--- config.mk ---
export PLATFORM = sky130hd
export DESIGN_NAME = mcr_bank
export DESIGN_NICKNAME = d
export VERILOG_FILES = /design/src/rtl/mcr_pkg.sv /design/src/rtl/mcr_bank.sv
export SDC_FILE = /design/constraint.sdc
export NUM_CORES = 1
export LEC_CHECK = 0
export BUFFER_PORTS_ARGS = -buffer_cell sky130_fd_sc_hd__buf_2
export CAP_MARGIN = 10
export CELL_PAD_IN_SITES_DETAIL_PLACEMENT = 1
export CELL_PAD_IN_SITES_GLOBAL_PLACEMENT = 2
export CORE_AREA = 2 2 147 149
export DETAILED_ROUTE_END_ITERATION = 7
export DIE_AREA = 0 0 149 151
export PLACE_DENSITY = 0.75
export SYNTH_ARGS = -nofsm -noshare
export SYNTH_HDL_FRONTEND = slang
export SYNTH_SLANG_ARGS = --single-unit
export TNS_END_PERCENT = 10
--- constraint.sdc ---
create_clock -name sys_clk -period 3.2 [get_ports sys_clk]
set_clock_uncertainty 0.1 [all_clocks]
set_input_delay 0.64 -clock sys_clk [delete_from_list [all_inputs] [get_ports sys_clk]]
set_output_delay 0.64 -clock sys_clk [all_outputs]
set_load 0.02 [all_outputs]
--- src/rtl/mcr_pkg.sv ---
// Package for the miscellaneous configuration register bank.
// Assumes a single 25 MHz clock and a byte-wide register port with 16-bit data port.
package mcr_pkg;
    // ==========================================================
    // Register offsets
    localparam logic [4:0] OFF_MISC = 5'h0d;
    localparam logic [4:0] OFF_GPT_LO = 5'h0e;
    localparam logic [4:0] OFF_GPT_HI = 5'h0f;
    localparam logic [4:0] OFF_DATA = 5'h10;
    localparam logic [4:0] OFF_GAP1 = 5'h12;
    localparam logic [4:0] OFF_GAP2 = 5'h13;
    localparam logic [4:0] OFF_MGMT = 5'h14;
    localparam logic [4:0] OFF_BTYPE = 5'h15;
    // ==========================================================
    // Reset values
    localparam logic [7:0] RST_MISC = 8'h00;
    localparam logic [7:0] RST_GPT = 8'hff;
    localparam logic [15:0] RST_DATA = 16'h0000;
    localparam logic [6:0] RST_GAP1 = 7'h0c;
    localparam logic [6:0] RST_GAP2 = 7'h12;
    localparam logic [7:0] RST_MGMT = 8'h00;
    localparam logic [7:0] RST_BTYPE = 8'h00;
    // ==========================================================
    // Field positions
    localparam int MISC_TIMER_EN = 2;
    localparam int MISC_BURST_SEL = 1;
    localparam int MISC_TX_RING = 0;
    localparam int MG_EE_CLK = 7;
    localparam int MG_EE_READ = 6;
    localparam int MG_EE_WRITE = 5;
    localparam int MG_EE_SEL = 4;
    localparam int MG_PHY_OUT = 3;
    localparam int MG_PHY_IN = 2;
    localparam int MG_DIR = 1;
    localparam int MG_MDC = 0;
    localparam int BT_WAKE_IRQ_EN = 6;
    localparam int BT_IRQ_PUSH = 5;
    localparam int BT_IRQ_HIGH = 4;
    localparam int BT_WAKE_PULSE = 2;
    localparam int BT_WAKE_PUSH = 1;
    localparam int BT_WAKE_HIGH = 0;
    localparam logic [7:0] BT_WMASK = 8'h77;
    // ==========================================================
    // Transmit ring and timing
    localparam logic [7:0] TX_RING_FIRST_PAGE = 8'h40;
    localparam int CLK_HZ = 25000000;
    localparam int WAKE_PULSE_MS = 60;
    localparam int WAKE_PULSE_CYC = (CLK_HZ / 1000) * WAKE_PULSE_MS;
    // ==========================================================
    // Register port request
    typedef struct packed {
        logic [4:0] addr;
        logic [15:0] wdata;
        logic wr;
        logic rd;
    } mcr_req_t;
endpackage : mcr_pkg

--- src/rtl/mcr_bank.sv ---
// Miscellaneous configuration register bank with pin drivers.
// Assumes host strobes on sys_clk; pins and PHY management input are asynchronous.
// Functional notes
// RQ1: Misc bit 2 enables the timer.
// RQ2: Misc bit 1 selects burst address bit.
// RQ3: Ring bit clear: DMA writes unrestricted.
// RQ4: Ring bit set: wrap 40h to start-1.
// RQ5: Timer value two bytes, reset FFh.
// RQ6: Sixteen-bit data port at 10h.
// RQ7: Gap segment one, seven bits, 0Ch.
// RQ8: Gap segment two, seven bits, 12h.
// RQ9: Management bit 7 drives EEPROM clock.
// RQ10: Management bit 6 reads EEPROM data pin.
// RQ11: Management bit 5 drives EEPROM data.
// RQ12: Management bit 4 drives EEPROM select.
// RQ13: Bit 3 to PHY, bit 2 from PHY.
// RQ14: Management bit 0 drives PHY clock.
// RQ15: Bit 1 releases MDIO and EEPROM data.
// RQ16: Buffer bit 6 enables wake interrupts.
// RQ17: Bit 5 clear: interrupt open-drain, low.
// RQ18: Bit 4 sets interrupt active level.
// RQ19: Bit 2 selects static or 60ms pulse.
// RQ20: Bit 1 clear: wake open-drain, low.
// RQ21: Bit 0 sets push-pull wake level.
// RQ22: Host bit-bangs serial transfers by writes.
//
// The strobed register port was decided locally.
`timescale 1ns/1ps
`default_nettype none
module mcr_bank #(
    parameter int WAKE_CYC = mcr_pkg::WAKE_PULSE_CYC
) (
    input wire logic sys_clk,
    input wire logic reset_n,
    input wire mcr_pkg::mcr_req_t req,
    output logic [15:0] rdata,
    input wire logic irq_event,
    input wire logic wake_event,
    input wire logic [7:0] dma_wr_page,
    input wire logic dma_wr_step,
    input wire logic [7:0] receive_ring_start_page,
    input wire logic [1:0] host_addr,
    output logic [7:0] dma_next_page,
    output logic burst_addr_bit,
    output logic gp_timer_enable,
    output logic [15:0] gp_timer_reload,
    output logic [15:0] data_port_out,
    output logic data_port_wr,
    output logic [6:0] frame_gap_segment_one,
    output logic [6:0] frame_gap_segment_two,
    output logic eeprom_clock,
    output logic eeprom_select,
    output logic eeprom_data_o,
    output logic eeprom_data_oe,
    input wire logic eeprom_data_i,
    output logic phy_mdc,
    output logic phy_mdio_o,
    output logic phy_mdio_oe,
    input wire logic phy_mdio_i,
    output logic irq_o,
    output logic irq_oe,
    output logic wake_o,
    output logic wake_oe,
    output logic wake_irq
);
    // ==========================================================
    // Register storage
    logic [7:0] misc_q;
    logic [15:0] gpt_q;
    logic [15:0] data_q;
    logic [6:0] gap1_q;
    logic [6:0] gap2_q;
    logic [7:0] mgmt_q;
    logic [7:0] btype_q;
    logic ee_s1_q, ee_s2_q, md_s1_q, md_s2_q;
    logic wr_data_q;

    function automatic logic hit(input mcr_pkg::mcr_req_t r, input logic [4:0] off);
        hit = r.wr && (r.addr == off);
    endfunction : hit

    always_ff @(posedge sys_clk) begin
        if (!reset_n) begin
            misc_q <= mcr_pkg::RST_MISC;
        end else if (hit(req, mcr_pkg::OFF_MISC)) begin
            misc_q <= {5'h00, req.wdata[2:0]}; // see RQ1
        end
    end

    always_ff @(posedge sys_clk) begin
        if (!reset_n) begin
            gpt_q <= {mcr_pkg::RST_GPT, mcr_pkg::RST_GPT}; // see RQ5
        end else begin
            if (hit(req, mcr_pkg::OFF_GPT_LO)) begin
                gpt_q[7:0] <= req.wdata[7:0]; // see RQ5
            end
            if (hit(req, mcr_pkg::OFF_GPT_HI)) begin
                gpt_q[15:8] <= req.wdata[7:0]; // see RQ5
            end
        end
    end

    always_ff @(posedge sys_clk) begin
        if (!reset_n) begin
            data_q <= mcr_pkg::RST_DATA;
            wr_data_q <= 1'b0;
        end else begin
            wr_data_q <= hit(req, mcr_pkg::OFF_DATA);
            if (hit(req, mcr_pkg::OFF_DATA)) begin
                data_q <= req.wdata; // see RQ6
            end
        end
    end

    always_ff @(posedge sys_clk) begin
        if (!reset_n) begin
            gap1_q <= mcr_pkg::RST_GAP1;
            gap2_q <= mcr_pkg::RST_GAP2;
        end else begin
            if (hit(req, mcr_pkg::OFF_GAP1)) begin
                gap1_q <= req.wdata[6:0]; // see RQ7
            end
            if (hit(req, mcr_pkg::OFF_GAP2)) begin
                gap2_q <= req.wdata[6:0]; // see RQ8
            end
        end
    end

    // Read-only bits 6 and 2 are never stored.
    always_ff @(posedge sys_clk) begin
        if (!reset_n) begin
            mgmt_q <= mcr_pkg::RST_MGMT;
        end else if (hit(req, mcr_pkg::OFF_MGMT)) begin
            mgmt_q <= req.wdata[7:0] & 8'hbb; // see RQ22
        end
    end

    always_ff @(posedge sys_clk) begin
        if (!reset_n) begin
            btype_q <= mcr_pkg::RST_BTYPE;
        end else if (hit(req, mcr_pkg::OFF_BTYPE)) begin
            btype_q <= req.wdata[7:0] & mcr_pkg::BT_WMASK;
        end
    end

    // ==========================================================
    // Pin synchronisers
    always_ff @(posedge sys_clk) begin
        if (!reset_n) begin
            ee_s1_q <= 1'b0;
            ee_s2_q <= 1'b0;
            md_s1_q <= 1'b0;
            md_s2_q <= 1'b0;
        end else begin
            ee_s1_q <= eeprom_data_i;
            ee_s2_q <= ee_s1_q;
            md_s1_q <= phy_mdio_i;
            md_s2_q <= md_s1_q;
        end
    end

    // ==========================================================
    // Read path
    always_ff @(posedge sys_clk) begin
        if (!reset_n) begin
            rdata <= 16'h0000;
        end else if (req.rd) begin
            case (req.addr)
                mcr_pkg::OFF_MISC: rdata <= {8'h00, misc_q};
                mcr_pkg::OFF_GPT_LO: rdata <= {8'h00, gpt_q[7:0]};
                mcr_pkg::OFF_GPT_HI: rdata <= {8'h00, gpt_q[15:8]};
                mcr_pkg::OFF_DATA: rdata <= data_q;
                mcr_pkg::OFF_GAP1: rdata <= {9'h000, gap1_q};
                mcr_pkg::OFF_GAP2: rdata <= {9'h000, gap2_q};
                mcr_pkg::OFF_MGMT: rdata <= {8'h00, mgmt_q[7], ee_s2_q, mgmt_q[5:3], md_s2_q,
                    mgmt_q[1:0]}; // see RQ10
                mcr_pkg::OFF_BTYPE: rdata <= {8'h00, btype_q};
                default: rdata <= 16'h0000;
            endcase
        end else begin
            rdata <= 16'h0000;
        end
    end

    // ==========================================================
    // Control outputs
    always_ff @(posedge sys_clk) begin
        if (!reset_n) begin
            gp_timer_enable <= 1'b0;
            burst_addr_bit <= 1'b0;
            gp_timer_reload <= 16'hffff;
            data_port_out <= 16'h0000;
            data_port_wr <= 1'b0;
            frame_gap_segment_one <= mcr_pkg::RST_GAP1;
            frame_gap_segment_two <= mcr_pkg::RST_GAP2;
            dma_next_page <= 8'h00;
        end else begin
            gp_timer_enable <= misc_q[mcr_pkg::MISC_TIMER_EN]; // see RQ1
            burst_addr_bit <= misc_q[mcr_pkg::MISC_BURST_SEL] ? host_addr[1] : host_addr[0]; // see RQ2
            gp_timer_reload <= gpt_q;
            data_port_out <= data_q;
            data_port_wr <= wr_data_q;
            frame_gap_segment_one <= gap1_q;
            frame_gap_segment_two <= gap2_q;
            if (!misc_q[mcr_pkg::MISC_TX_RING]) begin
                dma_next_page <= dma_wr_page + {7'h00, dma_wr_step}; // see RQ3
            end else if (dma_wr_step
                && (dma_wr_page + 8'h01 >= receive_ring_start_page)) begin
                dma_next_page <= mcr_pkg::TX_RING_FIRST_PAGE; // see RQ4
            end else begin
                dma_next_page <= dma_wr_page + {7'h00, dma_wr_step}; // see RQ4
            end
        end
    end

    // ==========================================================
    // Serial management pins
    always_ff @(posedge sys_clk) begin
        if (!reset_n) begin
            eeprom_clock <= 1'b0;
            eeprom_select <= 1'b0;
            eeprom_data_o <= 1'b0;
            eeprom_data_oe <= 1'b1;
            phy_mdc <= 1'b0;
            phy_mdio_o <= 1'b0;
            phy_mdio_oe <= 1'b1;
        end else begin
            eeprom_clock <= mgmt_q[mcr_pkg::MG_EE_CLK]; // see RQ9
            eeprom_data_o <= mgmt_q[mcr_pkg::MG_EE_WRITE]; // see RQ11
            eeprom_select <= mgmt_q[mcr_pkg::MG_EE_SEL]; // see RQ12
            phy_mdio_o <= mgmt_q[mcr_pkg::MG_PHY_OUT]; // see RQ13
            phy_mdc <= mgmt_q[mcr_pkg::MG_MDC]; // see RQ14
            eeprom_data_oe <= !mgmt_q[mcr_pkg::MG_DIR]; // see RQ15
            phy_mdio_oe <= !mgmt_q[mcr_pkg::MG_DIR]; // see RQ15
        end
    end

    // ==========================================================
    // Interrupt pin
    always_ff @(posedge sys_clk) begin
        if (!reset_n) begin
            irq_o <= 1'b0;
            irq_oe <= 1'b0;
        end else if (!btype_q[mcr_pkg::BT_IRQ_PUSH]) begin
            irq_o <= 1'b0; // see RQ17
            irq_oe <= irq_event; // see RQ17
        end else begin
            irq_o <= irq_event ^ !btype_q[mcr_pkg::BT_IRQ_HIGH]; // see RQ18
            irq_oe <= 1'b1;
        end
    end

    // ==========================================================
    // Wake indication
    typedef enum logic [2:0] {
        W_IDLE = 3'b001,
        W_PULSE = 3'b010,
        W_STATIC = 3'b100
    } mcr_wake_t;
    mcr_wake_t wst_q;
    logic [23:0] wcnt_q;
    logic wake_act;
    logic wake_prev_q;
    logic wake_rise;

    always_ff @(posedge sys_clk) begin
        if (!reset_n) begin
            wst_q <= W_IDLE;
            wcnt_q <= 24'h00_0000;
            wake_prev_q <= 1'b0;
        end else begin
            wake_prev_q <= wake_event;
            case (wst_q)
                W_IDLE: begin
                    if (btype_q[mcr_pkg::BT_WAKE_PULSE]) begin
                        if (wake_rise) begin
                            wst_q <= W_PULSE; // see RQ19
                            wcnt_q <= 24'(WAKE_CYC - 1);
                        end
                    end else if (wake_event) begin
                        wst_q <= W_STATIC; // see RQ19
                    end
                end
                W_PULSE: begin
                    if (wcnt_q == 24'h00_0000) begin
                        wst_q <= W_IDLE;
                    end else begin
                        wcnt_q <= wcnt_q - 24'h00_0001;
                    end
                end
                W_STATIC: begin
                    if (!wake_event) begin
                        wst_q <= W_IDLE;
                    end
                end
                default: wst_q <= W_IDLE;
            endcase
        end
    end

    assign wake_act = (wst_q != W_IDLE);
    // A held wake level starts only one pulse.
    assign wake_rise = wake_event && !wake_prev_q;

    always_ff @(posedge sys_clk) begin
        if (!reset_n) begin
            wake_o <= 1'b0;
            wake_oe <= 1'b0;
            wake_irq <= 1'b0;
        end else begin
            wake_irq <= wake_act && btype_q[mcr_pkg::BT_WAKE_IRQ_EN]; // see RQ16
            if (!btype_q[mcr_pkg::BT_WAKE_PUSH]) begin
                wake_o <= 1'b0; // see RQ20
                wake_oe <= wake_act; // see RQ20
            end else begin
                wake_o <= wake_act ^ !btype_q[mcr_pkg::BT_WAKE_HIGH]; // see RQ21
                wake_oe <= 1'b1;
            end
        end
    end
endmodule : mcr_bank
`default_nettype wire

## Yosys cells after proc, flatten, opt, wreduce, memory -nomap -nowiden

Index checks and enable logic that the tools add are counted.

- Bits in registers: 178
- Bits of input ports: 48
- Logic and storage cells: 99

- Add/sub/neg operators: 3
- Order comparisons: 1
- Equal/unequal tests: 19
- Muxes and demuxes: 16
- Bitwise operators: 2
- Reductions and logical operators: 22

Operator list:

| operator | number |
|---|---|
| $pmux 16 s8 | 1 |
| $mux 24 | 3 |
| $pmux 24 s2 | 1 |
| $eq 5x5->1 const B | 5 |
| $logic_not 24->1 | 1 |
| $sub 24x1->24 const B | 1 |
| $mux 8 | 2 |
| $eq 5x4->1 const B | 3 |
| $mux 3 | 5 |
| $logic_and 1x1->1 | 11 |
| $ne 2x2->1 const B | 5 |
| $pmux 3 s3 | 1 |
| $add 8x1->8 | 1 |
| $add 8x1->8 const B | 1 |
| $ge 8x8->1 | 1 |
| $reduce_and 4->1 | 2 |
| $ne 3x3->1 const B | 2 |
| $reduce_and 2->1 | 3 |
| $logic_not 1->1 | 4 |
| $eq 3x1->1 const B | 1 |
| $eq 3x2->1 const B | 1 |
| $eq 3x3->1 const B | 1 |
| $mux 1 | 3 |
| $ne 3x1->1 const B | 1 |
| 2 further kinds | 3 |

## Longest topological paths before layout

- Word-level depth: 5
- Depth in mapped cells: 10
- Depth with buffers taken out: 9

## Least setup slack after synthesis

OpenSTA, ideal clock, no wires.

- Path kind: input to register
- Start: in dma_wr_page[2]
- End: reg dma_next_page[0]
- Library setup time: 0.086 ns
- Data arrival time: 2.466 ns
- Data required time: 3.014 ns
- Setup slack: 0.549 ns
- Cell stages on the path: 10
- Path buffers: 1
- Path through: clkbuf_1 -> nand3_1 -> nor2_1 -> xor2_1 -> ha_1 -> a21o_1 -> a21oi_1 -> nor2b_1 -> a211o_1 -> a211oi_1

- Word-level cells in the longest chain between the ends: 5

RTL lines:

| element | line | text |
|---|---|---|
| start: declaration | mcr_bank.sv:39 | `input wire logic [7:0] dma_wr_page,` |
| $add 8x1->8 | mcr_bank.sv:208 | `&& (dma_wr_page + 8'h01 >= receive_ring_start_page)) begin` |
| $ge 8x8->1 | mcr_bank.sv:208 |  |
| $logic_and 1x1->1 | mcr_bank.sv:208 |  |
| $mux 8 | mcr_bank.sv:207 | `end else if (dma_wr_step` |
| $mux 8 | mcr_bank.sv:205 | `if (!misc_q[mcr_pkg::MISC_TX_RING]) begin` |
| end signal: assignment | mcr_bank.sv:206 | `dma_next_page <= dma_wr_page + {7'h00, dma_wr_step};` |
| end signal: assignment | mcr_bank.sv:209 | `dma_next_page <= mcr_pkg::TX_RING_FIRST_PAGE;` |
| end signal: assignment | mcr_bank.sv:211 | `dma_next_page <= dma_wr_page + {7'h00, dma_wr_step};` |
| end: declaration | mcr_bank.sv:43 | `output logic [7:0] dma_next_page,` |

No other way between the ends.
A chain may end at the register's enable or synchronous reset.

## Worst setup path after layout

- Start: reg wcnt_q[0]
- End: reg wcnt_q[2]

- Word-level cells in the longest chain between the ends: 3

RTL lines:

| element | line | text |
|---|---|---|
| start: declaration | mcr_bank.sv:261 | `logic [23:0] wcnt_q;` |
| start signal: assignment | mcr_bank.sv:278 | `wcnt_q <= 24'(WAKE_CYC - 1);` |
| start signal: assignment | mcr_bank.sv:288 | `wcnt_q <= wcnt_q - 24'h00_0001;` |
| $sub 24x1->24 / $logic_not 24->1 (equally long branches) | mcr_bank.sv:288, mcr_bank.sv:285 |  |
| $mux 24 / $ne 2x2->1 (equally long branches) | -- |  |
| $pmux 24 s2 / $reduce_and 4->1 (equally long branches) | -- |  |

Several ways; a longest one is shown, not always the timed one. The select of a mux whose other input is x is not followed.

==> impl_metrics.csv <==
group,metric,value,unit
logic_synthesis,synthFlopType,"dfxtp_1",
grt,grt_util_all_layers,18.4,%
run_status,outcome,"finished, final reports clean",
logic_synthesis,ys_seq_elements,178,
worst_setup_path,crit_required,3.38,ns
layout,area_growth,22.5,%
clock_network,clockBufferDepth,2,
worst_setup_path,cp_cell_sequence,"inv_1 -> ha_1 -> or3b_2 -> nor4_4 -> a21boi_1 -> a211oi_1 -> a311oi_1",
floorplan,core_area,0.0208,mm2
layout,final-seq-area,0.00356,mm2
layout,layout-drive-gt1-share,22.4,%
floorplan,die_area,0.0225,mm2
clock_network,clockRootBuffer,"clkbuf_16",
floorplan,fp.dieW,149,um
worst_setup_path,slowest_delay,0.51,ns
layout,fin_nets,896,
timing,fin_crit,2.57,ns
logic_synthesis,synthArstFlopShare,0,%
hold_path,min_path_type,"flip-flop to flip-flop",
routing,route.detailed.drc,0,
logic_synthesis,synth_edf_count,0,
worst_setup_path,critical_path_class,"flip-flop to flip-flop",
logic_synthesis,yosysUniqueCellTypes,62,
routing,num_vias,5654,
timing,tightest_slew,0.633,ns
layout,fin_cells,1124,
worst_setup_path,worst_ep_arrival_time,2.75,ns
logic_synthesis,synth_warnings,0,
logic_synthesis,syn_area_per_cell,9.49,um2
place,portBuffers,132,
clock_network,htree_num_levels,4,
place,dpl_worst_slack,0.352,ns
routing,wl,20200,um
worst_setup_path,startpoint_type,"flip-flop",
place,placedCellCount,1092,
worst_setup_path,worstPathMaxFanout,8,
layout,fillers,2416,
floorplan,rows,53,
routing,first_pass_iters,5,
worst_setup_path,crit_path_end_kind,"flip-flop",
place,hpwl,14800,um
clock_network,clk_latency,0.44,ns
logic_synthesis,synth_area,0.00681,mm2
clock_network,numCtsBuffers,17,
pwr,powerDensity,557,mW/mm2
logic_synthesis,ys_seq_area_share,52.3,%
grt,grt_pass1_vias,5815,
routing,drt_iter0_drc,279,
grt,grt_pass1_wl,32100,um
timing,setup_violations,0,
clock_network,postCtsHoldBufs,0,
floorplan,ioPinCount,133,
clock_network,cts_tree,"built",
pwr,leakage,3.43,nW
worst_setup_path,cpLargestDelayFamily,"simple AND/OR/NAND/NOR gates",
floorplan,start_util,32.7,%
worst_setup_path,cpMaxStageDelayCell,"or3b_2",
clock_network,clk_pin_slew_worst_paths,0.07,ns
timing,final-hold-violation-count,0,
timing,fmax,389,MHz
timing,post-route-period-util,80.3,%
timing,fin_tns_setup,0,ns
place,place.gp.congestion,0.847,
timing,rsz0062_at_grt,"no",
clock_network,post_cts_buffers,0,
routing,final_antenna_net_count,0,
clock_network,cts_resized,0,
routing,viasPerCell,5.03,
worst_setup_path,worst-path-buf-inv,1,
grt,overflow,0,
layout,antennaDiodeCount,0,
clock_network,cts.sinks,178,
timing,slew_viol_final,0,
pwr,total_power,4.64,mW
timing,slew_headroom,57.2,%
grt,grt_max_degree,64,
pwr,peakVddDrop,0.358,mV
logic_synthesis,syn_inst,718,
grt,antenna_found_initial,1,
logic_synthesis,synth_nets,778,
flow_run,drv_cap,0,
floorplan,dieHeight,151,um
timing,fin_ws,0.631,ns
layout,multi_input_area,0.00302,mm2
routing,wl_per_cell,18.0,um
-- final timing paths --
check	slack, ns	from	to	depth (start not counted)
hold reg to reg	0.31	mgmt_q[1]	phy_mdio_oe	1
setup / recovery	0.63	wcnt_q[0]	wcnt_q[2]	7
setup reg to reg	0.63	wcnt_q[0]	wcnt_q[2]	7
hold / removal	0.31	mgmt_q[1]	phy_mdio_oe	1
-- kinds of logic after synthesis --
group                      share of synthesized area, %
and+or+nand+nor                                    24.3
DFF                                                52.3
AOI/OAI and AO/OA                                  12.9
buffers and inverters                              3.64
xor gates and xnor gates                           3.86
adders and majority gates                          2.20
muxes                                             0.900
-- synthesized netlist by cell type (4+ instances only) --
master,count,area (um2)
a211oi_1,17,128
a21oi_1,39,195
a222oi_1,7,70.1
a22o_1,4,35.0
a31oi_1,9,56.3
and2_1,50,313
and3_1,7,43.8
clkbuf_1,38,143
dfxtp_1,178,3560
ha_1,12,150
inv_1,15,56.3
mux2i_1,5,50.1
nand2_1,77,289
nand2b_1,23,144
nand3_1,64,320
nand4_1,4,25.0
nor2_1,38,143
nor3_1,7,35.0
nor3b_1,5,37.5
nor4_1,5,31.3
nor4_4,4,85.1
o21ai_0,4,20.0
o22a_1,16,140
xnor2_1,23,201
xor2_1,7,61.3
-- report_power, final --
group	internal [mW]	total (mW)	leakage (nW)	switching [mW]
clock network	1.06	2.10	0.291	1.04
logic	0.0971	0.279	1.70	0.182
registers	2.24	2.27	1.44	0.0211
-- layout by cell type, fill, tap and decap left out, types with 5 or more instances in the layout --
cell type  count
nand3_1       64
nor2_1        38
xor2_1         7
nor3b_1        5
nand2_1       77
a222oi_1       7
and3_1         7
buf_4         12
nand2b_1      23
ha_1          12
a211oi_1      17
and2_1        50
clkinv_8       6
clkbuf_16     17
dfxtp_1      178
mux2i_1        5
a21oi_1       39
xnor2_1       23
inv_1         15
o22a_1        16
buf_2        132
a31oi_1        9
nor3_1         7
-- per-layer routing --
metal | routed length, um | track usage [%] | share of wire (%) | vias up
met5 | 13 | 0 | 0.064 | -
met4 | 469 | 6.81 | 2.3 | 2
met3 | 766 | 3.31 | 3.8 | 32
met2 | 9980 | 32.1 | 49 | 135
met1 | 8940 | 22.7 | 44 | 2733
li1 | - | - | - | 2752
-- stage by stage --
| stage | hold WS, ns | util (%) | instance area (um2) |
|---|---|---|---|
| after global routing | 0.304 | 40.1 | 8350 |
| after detailed placement | 0.301 | 37.2 | 7740 |
| after floorplan | 0.271 | - | 6810 |
| final | 0.312 | 40.1 | 8350 |
| after CTS | 0.308 | 40.1 | 8350 |
| after global placement | 0.294 | 37.2 | 7740 |
-- flip-flops by register name, indices dropped and copies added (netlist names), 3 cells and up --
| register | flops |
|---|---|
| btype_q | 6 |
| mgmt_q | 6 |
| data_port_out | 16 |
| gp_timer_reload | 16 |
| data_q | 16 |
| frame_gap_segment_one | 7 |
| misc_q | 3 |
| dma_next_page | 8 |
| wcnt_q | 24 |
| gpt_q | 16 |
| wst_q | 3 |
| gap2_q | 7 |
| frame_gap_segment_two | 7 |
| rdata | 16 |
| gap1_q | 7 |
-- cell type report --
cell class	instances	area share, %
clock buffers	17	5.10
clock inverters	15	2.19
inverters	17	0.765
multi-input cells	478	36.1
flip-flops and latches	178	42.7
well taps	275	4.12
repair buffers	144	9.00
(Power assumes the default switching activity.)
